File: src/inc/slp_regs.vh
`ifndef SLP_REGS_VH
`define SLP_REGS_VH
// =====================================================
// structure
`define SLP_NUM_CH 4
`define SLP_CH_W 4
`define SLP_APS_W 13
// =====================================================
// register offsets (byte addresses)
`define SLP_CTRL_OFS 8'h00
`define SLP_WTR_OFS 8'h04
`define SLP_CMD_OFS 8'h08
`define SLP_STAT_OFS 8'h0c
`define SLP_APS_OFS 8'h10
// =====================================================
// control register fields
`define SLP_CTRL_BIDIR 0
`define SLP_CTRL_EXTRA 1
`define SLP_CTRL_NULL_LSB 2
`define SLP_CTRL_REPORT 4
`define SLP_CTRL_NCH_LSB 8
`define SLP_CTRL_RST 12'h010
// wait-to-restore period in seconds: reset value, then upper bound of the range
`define SLP_WTR_RST 10'h12c
`define SLP_WTR_MAX 10'h2d0
// =====================================================
// command register fields and codes
`define SLP_CMD_CH_LSB 4
`define SLP_CMD_NONE 3'h0
`define SLP_CMD_LOCKOUT 3'h1
`define SLP_CMD_FORCED 3'h2
`define SLP_CMD_MANUAL 3'h3
`define SLP_CMD_CLEAR 3'h4
`define SLP_CMD_EXERCISE_COMMAND 3'h5
// =====================================================
// request codes carried in the switching signalling, higher wins
`define SLP_REQ_LO 4'hf
`define SLP_REQ_FS 4'he
`define SLP_REQ_SF 4'hb
`define SLP_REQ_SD 4'h9
`define SLP_REQ_MS 4'h7
`define SLP_REQ_WTR 4'h6
`define SLP_REQ_EXERCISE_COMMAND 4'h4
`define SLP_REQ_RR 4'h2
`define SLP_REQ_NR 4'h0
// =====================================================
// null signal choices
`define SLP_NULL_COPY 2'h0
`define SLP_NULL_ONES 2'h1
`define SLP_NULL_TEST 2'h2
// =====================================================
// frame layout: byte positions after frame start, then frames needed to accept signalling
`define SLP_K1_POS 8'h01
`define SLP_K2_POS 8'h02
`define SLP_APS_PERSIST 2'h3
// =====================================================
// timing
`define SLP_CLK_HZ 40000000
`define SLP_WTR_UNIT_S 1
`define SLP_SEC_CYCLES (`SLP_CLK_HZ * `SLP_WTR_UNIT_S)
`endif

File: src/hw/slp_aps_extract.v
`timescale 1ns/100ps
`include "slp_regs.vh"
// =====================================================
// switching signalling extraction with persistence check
module slp_aps_extract (
  // clock and reset
  input wire clk_in,
  input wire resetn_in,
  // incoming section stream
  input wire [7:0] d_in,
  input wire fs_in,
  // recovered stream and accepted signalling
  output reg [7:0] d_out,
  output reg fs_out,
  output reg [`SLP_APS_W-1:0] aps_out
);
  reg [7:0] pos_r; // byte position inside the frame
  reg [7:0] k1_r; // first switching byte of this frame
  reg [`SLP_APS_W-1:0] cand_r; // candidate value under test
  reg [1:0] cnt_r; // consecutive frames holding the candidate
  wire [7:0] pos_now; // position of the byte now present
  wire [`SLP_APS_W-1:0] sample; // this frame's 13 bits

  assign pos_now = fs_in ? 8'h00 : pos_r;
  assign sample = {k1_r, d_in[7:3]};

  // =====================================================
  // data recovery: one register stage, nothing altered
  always @(posedge clk_in or negedge resetn_in) begin
    if (!resetn_in) begin
      d_out <= 8'h00;
      fs_out <= 1'b0;
    end else begin
      d_out <= d_in;
      fs_out <= fs_in;
    end
  end

  // =====================================================
  // position counter restarts at each frame start, saturates on long frames
  always @(posedge clk_in or negedge resetn_in) begin
    if (!resetn_in) begin
      pos_r <= 8'h00;
    end else if (pos_now != 8'hff) begin
      pos_r <= pos_now + 8'h01;
    end else begin
      pos_r <= 8'hff;
    end
  end

  // =====================================================
  // one sample per frame, adopted after three identical frames
  always @(posedge clk_in or negedge resetn_in) begin
    if (!resetn_in) begin
      k1_r <= 8'h00;
      cand_r <= {`SLP_APS_W{1'b0}};
      cnt_r <= 2'h0;
      aps_out <= {`SLP_APS_W{1'b0}};
    end else begin
      if (pos_now == `SLP_K1_POS) begin
        k1_r <= d_in;
      end
      if (pos_now == `SLP_K2_POS) begin
        // a single differing frame restarts the count, old value kept
        if (sample == cand_r) begin
          if (cnt_r != `SLP_APS_PERSIST) begin
            cnt_r <= cnt_r + 2'h1;
          end
          if (cnt_r == `SLP_APS_PERSIST - 2'h1) begin
            aps_out <= cand_r;
          end
        end else begin
          cand_r <= sample;
          cnt_r <= 2'h1;
        end
      end
    end
  end
endmodule

File: src/hw/slp_one_to_n_protection.v
`timescale 1ns/100ps
`include "slp_regs.vh"
module slp_one_to_n_protection #(
  parameter SEC_CYCLES = `SLP_SEC_CYCLES
) (
  // clock and reset
  input wire SYS_CLK_IN,
  input wire RESETN_IN,
  // apb slave
  input wire PSEL_IN,
  input wire PENABLE_IN,
  input wire PWRITE_IN,
  input wire [7:0] PADDR_IN,
  input wire [31:0] PWDATA_IN,
  output reg [31:0] PRDATA_OUT,
  output reg PREADY_OUT,
  output reg PSLVERR_OUT,
  // transmit side: normal and extra traffic inputs
  input wire [8*`SLP_NUM_CH-1:0] NORM_TX_DATA_IN,
  input wire NORM_TX_FS_IN,
  input wire [7:0] EXTRA_TX_DATA_IN,
  // transmit side: working and protection section outputs
  output reg [8*`SLP_NUM_CH-1:0] WORK_TX_DATA_OUT,
  output reg WORK_TX_FS_OUT,
  output reg [7:0] PROT_TX_DATA_OUT,
  output reg PROT_TX_FS_OUT,
  // receive side: working sections
  input wire [8*`SLP_NUM_CH-1:0] WORK_RX_DATA_IN,
  input wire WORK_RX_FS_IN,
  input wire [`SLP_NUM_CH-1:0] WORK_RX_SF_IN,
  input wire [`SLP_NUM_CH-1:0] WORK_RX_SD_IN,
  // receive side: protection section
  input wire [7:0] PROT_RX_DATA_IN,
  input wire PROT_RX_FS_IN,
  input wire PROT_RX_SF_IN,
  input wire PROT_RX_SD_IN,
  // receive side: normal and extra traffic outputs
  output reg [8*`SLP_NUM_CH-1:0] NORM_RX_DATA_OUT,
  output reg NORM_RX_FS_OUT,
  output reg [`SLP_NUM_CH-1:0] NORM_RX_SSF_OUT,
  output reg [7:0] EXTRA_RX_DATA_OUT,
  output reg EXTRA_RX_SSF_OUT,
  // protected trail state
  output reg TRAIL_FAIL_OUT
);
  // =====================================================
  // declarations
  localparam [31:0] SEC_LAST = SEC_CYCLES - 1;
  localparam [3:0] NCH = `SLP_NUM_CH;
  reg [11:0] ctrl_r; // switching type, extra enable, null choice, report
  reg [9:0] wtr_period_r; // wait_to_restore_period in seconds
  reg [2:0] cmd_r; // standing operator_command
  reg [3:0] cmd_ch_r; // channel named by the command
  reg [31:0] sec_cnt_r; // cycles within the current second
  reg [9:0] wtr_cnt_r; // seconds elapsed in wait_to_restore
  reg wtr_run_r; // wait_to_restore timing
  reg [3:0] act_ch_r; // channel carried on protection, 0 for none
  reg [3:0] act_req_r; // request code behind act_ch_r
  reg [7:0] test_r; // test pattern counter
  reg [8*`SLP_NUM_CH-1:0] work_rx_r; // working data aligned to sink stage
  reg work_fs_r;
  reg [`SLP_NUM_CH-1:0] work_sf_r;
  reg [7:0] prot_tx_r; // trail source stage
  reg prot_tx_fs_r;
  reg [7:0] tx_pos_r; // byte position on the transmit side
  reg fop_r; // protocol_failure_report
  reg [3:0] loc_req; // local request code
  reg [3:0] loc_ch; // local request channel
  reg [3:0] eff_req; // request after far-end comparison
  reg [3:0] eff_ch;
  reg [3:0] k1_req_tx; // request code signalled to far end
  reg [7:0] bridge_d; // selected protection transmit content
  reg [7:0] null_d;
  reg [31:0] rd_data;
  reg addr_ok;
  integer i;
  wire [7:0] prot_rx_d; // recovered protection data
  wire prot_rx_fs;
  wire [`SLP_APS_W-1:0] aps_rx; // accepted far-end signalling
  wire [3:0] far_req;
  wire [3:0] far_ch;
  wire [3:0] far_bridge;
  wire bidir;
  wire [`SLP_APS_W-1:0] aps_tx; // outgoing signalling
  wire [7:0] tx_pos_now;
  wire acc_done; // completing access phase
  wire wr_en;
  wire [3:0] wr_ch;
  wire [9:0] wr_wtr;
  wire sec_tick;

  assign far_req = aps_rx[12:9];
  assign far_ch = aps_rx[8:5];
  assign far_bridge = aps_rx[4:1];
  assign bidir = ctrl_r[`SLP_CTRL_BIDIR];
  // K1 = request and channel, K2 top bits = bridged channel and 1:n flag
  assign aps_tx = {k1_req_tx, eff_ch, act_ch_r, 1'b1};
  assign tx_pos_now = NORM_TX_FS_IN ? 8'h00 : tx_pos_r;
  assign acc_done = PSEL_IN & PENABLE_IN & PREADY_OUT;
  assign wr_en = acc_done & PWRITE_IN & addr_ok;
  assign wr_ch = PWDATA_IN[`SLP_CMD_CH_LSB+3:`SLP_CMD_CH_LSB];
  assign wr_wtr = (PWDATA_IN[9:0] > `SLP_WTR_MAX) ? `SLP_WTR_MAX : PWDATA_IN[9:0];
  assign sec_tick = (sec_cnt_r == SEC_LAST);

  // =====================================================
  // signalling extraction, built for the protection section only
  slp_aps_extract u_aps (
    .clk_in(SYS_CLK_IN),
    .resetn_in(RESETN_IN),
    .d_in(PROT_RX_DATA_IN),
    .fs_in(PROT_RX_FS_IN),
    .d_out(prot_rx_d),
    .fs_out(prot_rx_fs),
    .aps_out(aps_rx)
  );

  // =====================================================
  // local request: priority resolution over commands and conditions
  always @* begin
    loc_req = `SLP_REQ_NR;
    loc_ch = 4'h0;
    if (cmd_r == `SLP_CMD_LOCKOUT) begin
      loc_req = `SLP_REQ_LO;
    end else if (PROT_RX_SF_IN) begin
      // a failed protection section can carry nothing
      loc_req = `SLP_REQ_NR;
    end else if (cmd_r == `SLP_CMD_FORCED) begin
      loc_req = `SLP_REQ_FS;
      loc_ch = cmd_ch_r;
    end else begin
      // lowest failed channel wins among equal requests
      for (i = `SLP_NUM_CH - 1; i >= 0; i = i - 1) begin
        if (WORK_RX_SF_IN[i]) begin
          loc_req = `SLP_REQ_SF;
          loc_ch = i[3:0] + 4'h1;
        end
      end
      if (loc_req == `SLP_REQ_NR) begin
        for (i = `SLP_NUM_CH - 1; i >= 0; i = i - 1) begin
          if (WORK_RX_SD_IN[i] && !PROT_RX_SD_IN) begin
            loc_req = `SLP_REQ_SD;
            loc_ch = i[3:0] + 4'h1;
          end
        end
      end
      if (loc_req == `SLP_REQ_NR) begin
        if (cmd_r == `SLP_CMD_MANUAL) begin
          loc_req = `SLP_REQ_MS;
          loc_ch = cmd_ch_r;
        end else if (wtr_run_r) begin
          loc_req = `SLP_REQ_WTR;
          loc_ch = act_ch_r;
        end else if (cmd_r == `SLP_CMD_EXERCISE_COMMAND) begin
          loc_req = `SLP_REQ_EXERCISE_COMMAND;
          loc_ch = cmd_ch_r;
        end
      end
    end
  end

  // =====================================================
  // far-end comparison, only in bidirectional switching
  always @* begin
    eff_req = loc_req;
    eff_ch = loc_ch;
    k1_req_tx = loc_req;
    if (bidir && loc_req != `SLP_REQ_LO && far_req > loc_req && far_req != `SLP_REQ_RR) begin
      eff_req = far_req;
      eff_ch = far_ch;
      k1_req_tx = `SLP_REQ_RR;
    end
  end

  // =====================================================
  // active channel follows the request at frame starts; the bridge takes that frame's first byte from the old selection;
  // exercise only signals and never moves traffic
  always @(posedge SYS_CLK_IN or negedge RESETN_IN) begin
    if (!RESETN_IN) begin
      act_ch_r <= 4'h0;
      act_req_r <= `SLP_REQ_NR;
    end else if (NORM_TX_FS_IN) begin
      if (eff_req == `SLP_REQ_NR || eff_req == `SLP_REQ_LO || eff_req == `SLP_REQ_EXERCISE_COMMAND) begin
        act_ch_r <= 4'h0;
        act_req_r <= eff_req;
      end else if (eff_ch != 4'h0 && eff_ch <= NCH) begin
        act_ch_r <= eff_ch;
        act_req_r <= eff_req;
      end
    end
  end

  // =====================================================
  // wait_to_restore: starts when a fail or degrade switch clears
  always @(posedge SYS_CLK_IN or negedge RESETN_IN) begin
    if (!RESETN_IN) begin
      wtr_run_r <= 1'b0;
      wtr_cnt_r <= 10'h000;
      sec_cnt_r <= 32'h0000_0000;
    end else begin
      sec_cnt_r <= (sec_tick || !wtr_run_r) ? 32'h0000_0000 : sec_cnt_r + 32'h0000_0001;
      if (wr_en && PADDR_IN == `SLP_CMD_OFS && PWDATA_IN[2:0] == `SLP_CMD_CLEAR) begin
        wtr_run_r <= 1'b0;
      end else if (!wtr_run_r) begin
        wtr_cnt_r <= 10'h000;
        if (NORM_TX_FS_IN && act_ch_r != 4'h0 && loc_req == `SLP_REQ_NR &&
            (act_req_r == `SLP_REQ_SF || act_req_r == `SLP_REQ_SD)) begin
          wtr_run_r <= 1'b1;
        end
      end else if (loc_req > `SLP_REQ_WTR || wtr_cnt_r >= wtr_period_r) begin
        // pre-empted or expired; a period of zero reverts at once
        wtr_run_r <= 1'b0;
      end else if (sec_tick) begin
        wtr_cnt_r <= wtr_cnt_r + 10'h001;
      end
    end
  end

  // =====================================================
  // transmit: working outputs, bridge, trail source, signalling insertion
  always @* begin
    case (ctrl_r[`SLP_CTRL_NULL_LSB+1:`SLP_CTRL_NULL_LSB])
      `SLP_NULL_COPY: null_d = NORM_TX_DATA_IN[8*ctrl_r[9:8] +: 8];
      `SLP_NULL_ONES: null_d = 8'hff;
      `SLP_NULL_TEST: null_d = test_r;
      default: null_d = 8'hff;
    endcase
    if (act_ch_r != 4'h0) begin
      bridge_d = NORM_TX_DATA_IN[8*(act_ch_r-4'h1) +: 8];
    end else if (ctrl_r[`SLP_CTRL_EXTRA]) begin
      bridge_d = EXTRA_TX_DATA_IN;
    end else begin
      bridge_d = null_d;
    end
  end

  always @(posedge SYS_CLK_IN or negedge RESETN_IN) begin
    if (!RESETN_IN) begin
      WORK_TX_DATA_OUT <= {8*`SLP_NUM_CH{1'b0}};
      WORK_TX_FS_OUT <= 1'b0;
      prot_tx_r <= 8'h00;
      prot_tx_fs_r <= 1'b0;
      PROT_TX_DATA_OUT <= 8'h00;
      PROT_TX_FS_OUT <= 1'b0;
      tx_pos_r <= 8'h00;
      test_r <= 8'h00;
    end else begin
      // the working path is never switched and has one register stage, one less than the protection path
      WORK_TX_DATA_OUT <= NORM_TX_DATA_IN;
      WORK_TX_FS_OUT <= NORM_TX_FS_IN;
      prot_tx_r <= bridge_d;
      prot_tx_fs_r <= NORM_TX_FS_IN;
      PROT_TX_FS_OUT <= prot_tx_fs_r;
      tx_pos_r <= (tx_pos_now == 8'hff) ? 8'hff : tx_pos_now + 8'h01;
      test_r <= test_r + 8'h01;
      // tx_pos_r already counts the byte after prot_tx_r, hence the plus one
      if (tx_pos_r == `SLP_K1_POS + 8'h01) begin
        PROT_TX_DATA_OUT <= aps_tx[12:5];
      end else if (tx_pos_r == `SLP_K2_POS + 8'h01) begin
        PROT_TX_DATA_OUT <= {aps_tx[4:0], prot_tx_r[2:0]};
      end else begin
        PROT_TX_DATA_OUT <= prot_tx_r;
      end
    end
  end

  // =====================================================
  // receive: per-channel selector
  always @(posedge SYS_CLK_IN or negedge RESETN_IN) begin
    if (!RESETN_IN) begin
      work_rx_r <= {8*`SLP_NUM_CH{1'b0}};
      work_fs_r <= 1'b0;
      work_sf_r <= {`SLP_NUM_CH{1'b0}};
      NORM_RX_FS_OUT <= 1'b0;
    end else begin
      work_rx_r <= WORK_RX_DATA_IN;
      work_fs_r <= WORK_RX_FS_IN;
      work_sf_r <= WORK_RX_SF_IN;
      NORM_RX_FS_OUT <= work_fs_r;
    end
  end

  genvar g;
  generate
    for (g = 0; g < `SLP_NUM_CH; g = g + 1) begin : g_sel
      always @(posedge SYS_CLK_IN or negedge RESETN_IN) begin
        if (!RESETN_IN) begin
          NORM_RX_DATA_OUT[8*g +: 8] <= 8'h00;
          NORM_RX_SSF_OUT[g] <= 1'b0;
        end else if (act_ch_r == g + 1) begin
          NORM_RX_DATA_OUT[8*g +: 8] <= prot_rx_d;
          NORM_RX_SSF_OUT[g] <= PROT_RX_SF_IN;
        end else begin
          NORM_RX_DATA_OUT[8*g +: 8] <= work_rx_r[8*g +: 8];
          NORM_RX_SSF_OUT[g] <= work_sf_r[g];
        end
      end
    end
  endgenerate

  // =====================================================
  // extra traffic, trail sink and protocol check
  always @(posedge SYS_CLK_IN or negedge RESETN_IN) begin
    if (!RESETN_IN) begin
      EXTRA_RX_DATA_OUT <= 8'hff;
      EXTRA_RX_SSF_OUT <= 1'b0;
      TRAIL_FAIL_OUT <= 1'b0;
      fop_r <= 1'b0;
    end else begin
      if (act_ch_r != 4'h0) begin
        EXTRA_RX_DATA_OUT <= 8'hff;
        EXTRA_RX_SSF_OUT <= 1'b1;
      end else begin
        EXTRA_RX_DATA_OUT <= prot_rx_d;
        EXTRA_RX_SSF_OUT <= PROT_RX_SF_IN;
      end
      TRAIL_FAIL_OUT <= PROT_RX_SF_IN;
      // far end bridging another channel than the one act_ch_r selects here
      fop_r <= bidir && prot_rx_fs && act_ch_r != 4'h0 && far_bridge != act_ch_r;
    end
  end

  // =====================================================
  // apb register file; answers one cycle into the access phase
  always @* begin
    addr_ok = 1'b1;
    case (PADDR_IN)
      `SLP_CTRL_OFS: rd_data = {20'h00000, ctrl_r};
      `SLP_WTR_OFS: rd_data = {22'h000000, wtr_period_r};
      `SLP_CMD_OFS: rd_data = {24'h000000, cmd_ch_r, 1'b0, cmd_r};
      `SLP_STAT_OFS: rd_data = {3'h0, aps_rx, 4'h0, fop_r, TRAIL_FAIL_OUT,
                                TRAIL_FAIL_OUT & ctrl_r[`SLP_CTRL_REPORT],
                                wtr_run_r, act_req_r, act_ch_r};
      `SLP_APS_OFS: rd_data = {19'h00000, aps_tx};
      default: begin
        rd_data = 32'h0000_0000;
        addr_ok = 1'b0;
      end
    endcase
  end

  always @(posedge SYS_CLK_IN or negedge RESETN_IN) begin
    if (!RESETN_IN) begin
      PREADY_OUT <= 1'b0;
      PRDATA_OUT <= 32'h0000_0000;
      PSLVERR_OUT <= 1'b0;
    end else begin
      PREADY_OUT <= PSEL_IN & PENABLE_IN & ~PREADY_OUT;
      PSLVERR_OUT <= PSEL_IN & PENABLE_IN & ~PREADY_OUT & ~addr_ok;
      PRDATA_OUT <= (PSEL_IN & PENABLE_IN & ~PREADY_OUT & ~PWRITE_IN) ? rd_data : 32'h0000_0000;
    end
  end

  // configuration is only registers; with no request active act_ch_r stays 0
  // and only the idle protection transmit content, set by the extra and null fields, moves when they change
  always @(posedge SYS_CLK_IN or negedge RESETN_IN) begin
    if (!RESETN_IN) begin
      ctrl_r <= `SLP_CTRL_RST;
      wtr_period_r <= `SLP_WTR_RST;
      cmd_r <= `SLP_CMD_NONE;
      cmd_ch_r <= 4'h0;
    end else if (wr_en) begin
      if (PADDR_IN == `SLP_CTRL_OFS) begin
        ctrl_r <= PWDATA_IN[11:0];
      end
      if (PADDR_IN == `SLP_WTR_OFS) begin
        wtr_period_r <= wr_wtr;
      end
      if (PADDR_IN == `SLP_CMD_OFS) begin
        if (PWDATA_IN[2:0] == `SLP_CMD_CLEAR) begin
          cmd_r <= `SLP_CMD_NONE;
          cmd_ch_r <= 4'h0;
        end else if (PWDATA_IN[2:0] == `SLP_CMD_LOCKOUT) begin
          cmd_r <= `SLP_CMD_LOCKOUT;
          cmd_ch_r <= 4'h0;
        end else if (PWDATA_IN[2:0] >= `SLP_CMD_FORCED && PWDATA_IN[2:0] <= `SLP_CMD_EXERCISE_COMMAND &&
                     wr_ch != 4'h0 && wr_ch <= NCH) begin
          cmd_r <= PWDATA_IN[2:0];
          cmd_ch_r <= wr_ch;
        end
      end
    end
  end
endmodule

File: config.mk
export PLATFORM = sky130hd
export DESIGN_NAME = slp_one_to_n_protection
export DESIGN_NICKNAME = d
export VERILOG_FILES = /design/src/hw/slp_aps_extract.v /design/src/hw/slp_one_to_n_protection.v
export VERILOG_INCLUDE_DIRS = /design/src /design/src/inc
export SDC_FILE = /design/constraint.sdc
export NUM_CORES = 1
export LEC_CHECK = 0
export BUFFER_PORTS_ARGS = -buffer_cell sky130_fd_sc_hd__buf_2
export CAP_MARGIN = 10
export CORE_UTILIZATION = 53
export CTS_BUF_LIST = sky130_fd_sc_hd__clkbuf_4 sky130_fd_sc_hd__clkbuf_8
export DETAILED_ROUTE_END_ITERATION = 12
export PLACE_DENSITY = 0.8
export SETUP_SLACK_MARGIN = 0.3
export SKIP_CTS_REPAIR_TIMING = 1
export SLEW_MARGIN = 0
export SYNTH_ARGS = -nofsm -noshare
export SYNTH_HDL_FRONTEND = slang
export SYNTH_SLANG_ARGS = --single-unit
File: constraint.sdc
create_clock -name SYS_CLK_IN -period 4.1 [get_ports SYS_CLK_IN]
set_input_delay 0.82 -clock SYS_CLK_IN [delete_from_list [all_inputs] [get_ports SYS_CLK_IN]]
set_output_delay 0.82 -clock SYS_CLK_IN [all_outputs]
set_load 0.03 [all_outputs]
# Word level (Yosys, flattened, before mapping)
# Index checks and enable logic that the tools add are counted.
totals:
  reg_bits: 318
  latchBits: 0
  ram_bits: 0
  mem_bits_ro: 0
  output_inout_bits: 123
  elab_cells: 237
  mem_count: 0
op_classes:
  add_sub_neg: 7
  multipliers: 0
  n_div: 0
  magnitude_cmp: 8
  eq_ne: 35
  n_shift: 2
  n_mux: 84
  bitwise_logic: 13
  reduce_logical: 46
ops:
  columns: ["cell", "count"]
  rows:
  - ["$mux 4", 47]
  - ["$pmux 29 s5", 1]
  - ["$mux 8", 13]
  - ["$mux 32", 2]
  - ["$mux 10", 4]
  - ["$shiftx 32x33->8", 1]
  - ["$add 32x1->32 const B", 1]
  - ["$eq 32x26->1 const B", 1]
  - ["$shiftx 32x6->8", 1]
  - ["$add 8x1->8 const B", 3]
  - ["$eq 8x2->1 const B", 3]
  - ["$logic_and 1x1->1", 19]
  - ["$eq 8x4->1 const B", 2]
  - ["$logic_not 4->1", 4]
  - ["$pmux 8 s2", 1]
  - ["$eq 13x13->1", 1]
  - ["$eq 4x4->1 const B", 3]
  - ["$mux 3", 4]
  - ["$reduce_bool 4->1", 3]
  - ["$add 10x1->10 const B", 1]
  - ["$ge 10x10->1", 1]
  - ["$gt 10x10->1 const B", 1]
  - ["$mux 1", 10]
  - ["$reduce_and 2->1", 5]
  - ["35 further kinds", 63]

# Longest topological paths before layout
logic_depth:
  depth_word: 32
  depth_mapped: 16
  depth_no_buf: 14

# Hierarchy
# Synthesis repeated with hierarchy kept, for this count alone.
unflattened:
  cells_unflattened: 1140
  area_unflattened_um2: 13885.8
by_module_without_submodules:
  columns: ["module", "instances", "cells_each", "area_each_um2"]
  rows:
  - ["slp_one_to_n_protection", 1, 985, 11602.4]
  - ["slp_aps_extract", 1, 155, 2283.4]

# Worst setup path before layout
# OpenSTA, ideal clock, no wires.
synth_path:
  kind: "in2reg"
  from: "input WORK_RX_SD_IN[0]"
  to: "register act_req_r[0]"
  setup_time_ps: 125
  t_arrival_ps: 3844
  required_time_ps: 3975
  setup_slack_ps: 131
  stages: 14
  path_cell_list: "nor4_2 o21a_4 a21oi_1 o21ai_1 inv_1 ha_1 nand4_1 nand4_2 a21o_1 or3_1 a32oi_2 mux2i_2 o21ai_4 mux2_4"
synth_between:
  elab_chain_len: 23
synth_rtl:
  columns: ["item", "line_no", "source"]
  rows:
  - ["from (decl)", "slp_one_to_n_protection.v:31", "input wire [`SLP_NUM_CH-1:0] WORK_RX_SD_IN,"]
  - ["$logic_and 1x1->1 (*)", "slp_one_to_n_protection.v:140", "if (WORK_RX_SD_IN[i] && !PROT_RX_SD_IN) begin"]
  - ["parallel branches: the longest is 22 deep, another holds $mux 4", null, null]
  - ["to (signal assigned)", "slp_one_to_n_protection.v:180", "act_req_r <= `SLP_REQ_NR;"]
  - ["to (signal assigned)", "slp_one_to_n_protection.v:184", "act_req_r <= eff_req;"]
  - ["to (signal assigned)", "slp_one_to_n_protection.v:187", "act_req_r <= eff_req;"]
  - ["to (decl)", "slp_one_to_n_protection.v:58", "reg [3:0] act_req_r;"]
# Mark *: on every way between the ends. The select of a mux whose other input is x is not followed.
# A chain may end at the register's enable or synchronous reset.

# Worst setup path in the final report
layout_path:
  from: "register cmd_r[1]"
  to: "register act_req_r[0]"
layout_between:
  elab_chain_len: 18
layout_rtl:
  columns: ["item", "line_no", "source"]
  rows:
  - ["from (decl)", "slp_one_to_n_protection.v:52", "reg [2:0] cmd_r;"]
  - ["from (signal assigned)", "slp_one_to_n_protection.v:359", "cmd_r <= `SLP_CMD_NONE;"]
  - ["from (signal assigned)", "slp_one_to_n_protection.v:370", "cmd_r <= `SLP_CMD_NONE;"]
  - ["from (signal assigned)", "slp_one_to_n_protection.v:373", "cmd_r <= `SLP_CMD_LOCKOUT;"]
  - ["parallel branches: the longest is 18 deep, another holds $gt 4x4->1", null, null]
# Parallel ways; which one is timed is not known. The select of a mux whose other input is x is not followed.

==> summary.md <==
| Metric | Value |
|---|---|
| GRT overflow | 0 |
| Worst r2r path cells | 14 |
| Drt via density | 5.66 |
| Placement Cell Area | 15600 sq um |
| Synthesis-stage register bit count | 312 |
| H-tree Lvls | 2 |
| Sequential cell area | 7830 sq um |
| Wire per inst | 19.2 microns |
| Io pins | 261 |
| Commonest non-fill, non-tap cells in the layout | dfrtp_1 (297), buf_2 (233), nor2_1 (87), mux2_2 (87), nand2_1 (64) |
| FP Rows | 58 |
| Vias in the first global route | 10260 |
| Tmin final | 3.61 ns |
| CTS tree | built |
| Netlist cell types | 90 |
| Area of the multi-input gates | 5680 sq um |
| Synth Instances | 1145 |
| GP Congestion | 0.928 |
| Most common cell on crit path | buf_4 |
| Relative max-transition margin | 27.7% |
| Syn Area/Cell | 12.1 sq um |
| Routed vias | 10129 |
| Layout area overhead | 20.2% |
| # diodes | 0 |
| Die area | 26800 sq um |
| Crit Reg-Reg Startpoint | cmd_r[1] |
| Layout Cells excl Fill | 1791 |
| Commonest non-fill, non-tap cell in the layout | dfrtp_1 |
| First-pass GRT wire length | 54500 microns |
| Arrival time at the worst endpoint | 4.08 ns |
| CP required | 4.57 ns |
| Asr flop ratio synth | 100% |
| Crit path max-delay cell type | or3b_2 |
| Layout cell share with drive strength beyond 1 | 36.1% |
| Critical path type | flop to flop |
| Slowest stage delay, CP | 0.51 ns |
| Synthesized cell area | 13900 sq um |
| HP Class | input port to async pin |
| Fin. max-slew vios | 0 |
| Nets | 1589 |
| PortBufs | 234 |
| Max FO, Critical Path | 8 |
| P_leak | 7.81 nW |
| Detail Placement HPWL | 25000 microns |
| Die height | 164 microns |
| Register area share after synthesis | 56.4% |
| Core Area | 25400 sq um |
| Yosys warns | 0 |
| Maxcap violations | 0 |
| CP Cell Sequence | buf_4 > or3b_2 > o21ai_1 > inv_1 > ha_1 > nand4_1 > nand4_2 > a21o_1 > or3_1 > a32oi_2 > mux2i_2 > buf_4 > o21ai_4 > mux2_4 |
| CTS buffer count | 51 |
| First DRT Iteration DRCs | 851 |
| Worst-Margin Slew | 1.08 ns |
| Hold Fails Final Rpt | 0 |
| Fmax | 277 MHz |
| Total negative slack | 0 ns |
| Fin crit share | 88.0% |
| Die Wd | 164 microns |
| Post-Place Cells | 1701 |
| Clk_skew | 0.0274 ns |
| Status | completed |
| CTS Root Cell | clkbuf_8 |
| Routed WL | 34500 microns |
| Clock buffer depth | 3 |
| Power per cell area | 441 nW/um^2 |
| Top_reg_cell synth | dfrtp_1 |
| Fin Hold WS | 0.267 ns |
| Antenna violations before repair | 1 |
| CP Launch Type | flop |
| Peak VDD IR | 277 uV |
| Fill cell total of the finished layout | 1897 |
| EDFF count, synth | 0 |
| RSZ-0062 raised after global routing | false |
| # DRC | 0 |
| CTS Sinks | 312 |
| GRT Util Overall | 26.3% |
| Clk slew on worst S/H paths | 0.07 ns |
| R2R Setup Slk | 0.49 ns |
| Post-route cell area | 16700 sq um |
| Drt first pass iters | 5 |
| Antenna-violating nets left | 0 |
| CP endpoint kind | flop |
| Final setup fails | 0 |
| Initial Util | 54.7% |
| Clk Latency, worst-skew pair | 0.59 ns |
| Largest net degree at the start of global routing | 111 |
| Post-layout util | 65.7% |
| R2R Path End | act_req_r[0] |
[power breakdown]
part	leakage, nW	switching (mW)	internal (mW)
clock	0.576	1.23	1.61
combinational	3.34	0.633	0.418
sequential	3.90	0.144	3.32
[sequential cells by signal (all words and copies together), names as in the netlist, 12 cells and up]
signal,count
NORM_RX_DATA_OUT,32
PRDATA_OUT,26
WORK_TX_DATA_OUT,32
ctrl_r,12
sec_cnt_r,32
u_aps.aps_out,13
u_aps.cand_r,13
work_rx_r,32
[cell usage after synthesis, types with 8 or more instances]
| library cell | n | area [sq um] |
|---|---|---|
| clkbuf_1 | 33 | 124 |
| o211ai_1 | 9 | 67.6 |
| nor3_1 | 16 | 80.1 |
| xnor2_1 | 31 | 272 |
| a22oi_1 | 9 | 67.6 |
| a21o_1 | 9 | 67.6 |
| nand2b_1 | 13 | 81.3 |
| nor2_1 | 87 | 327 |
| mux2_2 | 87 | 980 |
| and2_1 | 20 | 125 |
| nor2b_1 | 10 | 62.6 |
| nand2_1 | 64 | 240 |
| dfstp_2 | 13 | 342 |
| or2_2 | 11 | 68.8 |
| a221o_1 | 8 | 80.1 |
| ha_1 | 27 | 338 |
| and3_1 | 11 | 68.8 |
| dfrtp_1 | 299 | 7480 |
| nand3_1 | 32 | 160 |
| o21ai_0 | 50 | 250 |
| xor2_1 | 31 | 272 |
| inv_1 | 52 | 195 |
| mux4_2 | 19 | 428 |
| nand4_1 | 17 | 106 |
| nor4_1 | 9 | 56.3 |
| mux2i_1 | 14 | 140 |
| or3_1 | 8 | 50.1 |
| a21oi_1 | 28 | 140 |
[cell families (layout without fill, tap and decap cells)]
kind of cell / after synthesis / in the layout / share of synthesized area [%]
AOI/OAI and AO/OA: 175 / 175 / 9.25
xor gates and xnor gates: 62 / 62 / 3.91
adders and majority gates: 27 / 27 / 2.43
buffers and inverters: 102 / 413 / 3.13
DFF: 312 / 312 / 56.4
muxes: 125 / 125 / 11.6
other: 1 / 6 / 0.0270
and+or+nand+nor: 341 / 341 / 13.3
[area by class of cell]
class / instances / area share [%]
flip-flops and latches: 312 / 46.9
multi-input cells: 736 / 34.0
repair buffers: 271 / 8.89
clock buffers: 82 / 6.01
well taps: 330 / 2.47
inverters: 52 / 1.17
clock inverters: 8 / 0.495
[through the flow]
step,power [mW],setup slack [ns]
3_3_place_gp,4.53,0.0358
5_1_grt,7.67,0.304
6_report,7.37,0.493
4_1_cts,7.42,0.468
3_5_place_dp,4.57,-0.0322
2_1_floorplan,4.16,0.293
[worst max-delay path, delay by kind of cell (launching register included)]
family,cells,cell delay (ns)
simple gates,4,1.04
compound gates,4,0.80
flops,1,0.47
mux,2,0.43
buf+inv,3,0.42
fa+ha+maj,1,0.32
[worst max-delay path by stage]
stage                                start      endpoint  slack (ns)  depth (start not counted)
after floorplan           WORK_RX_SD_IN[3]  act_req_r[0]        0.29                         14
after global placement    WORK_RX_SD_IN[3]  act_req_r[3]        0.04                         18
after detailed placement  WORK_RX_SD_IN[3]  act_req_r[0]       -0.03                         18
after CTS                         cmd_r[2]  act_req_r[0]        0.47                         14
after global routing              cmd_r[1]  act_req_r[3]        0.30                         14
final                             cmd_r[1]  act_req_r[0]        0.49                         14
[routing by layer]
| metal | up-vias | wire length (microns) | share of wire [%] | track usage (%) |
|---|---|---|---|---|
| met5 | - | 13 | 0.038 | 0 |
| met4 | 2 | 892 | 2.6 | 9.05 |
| met3 | 73 | 2260 | 6.5 | 4.85 |
| met2 | 360 | 16800 | 49 | 42.9 |
| met1 | 5072 | 14500 | 42 | 35.4 |
| li1 | 4622 | - | - | - |
Note: power is estimated with default switching activity, not from simulation.
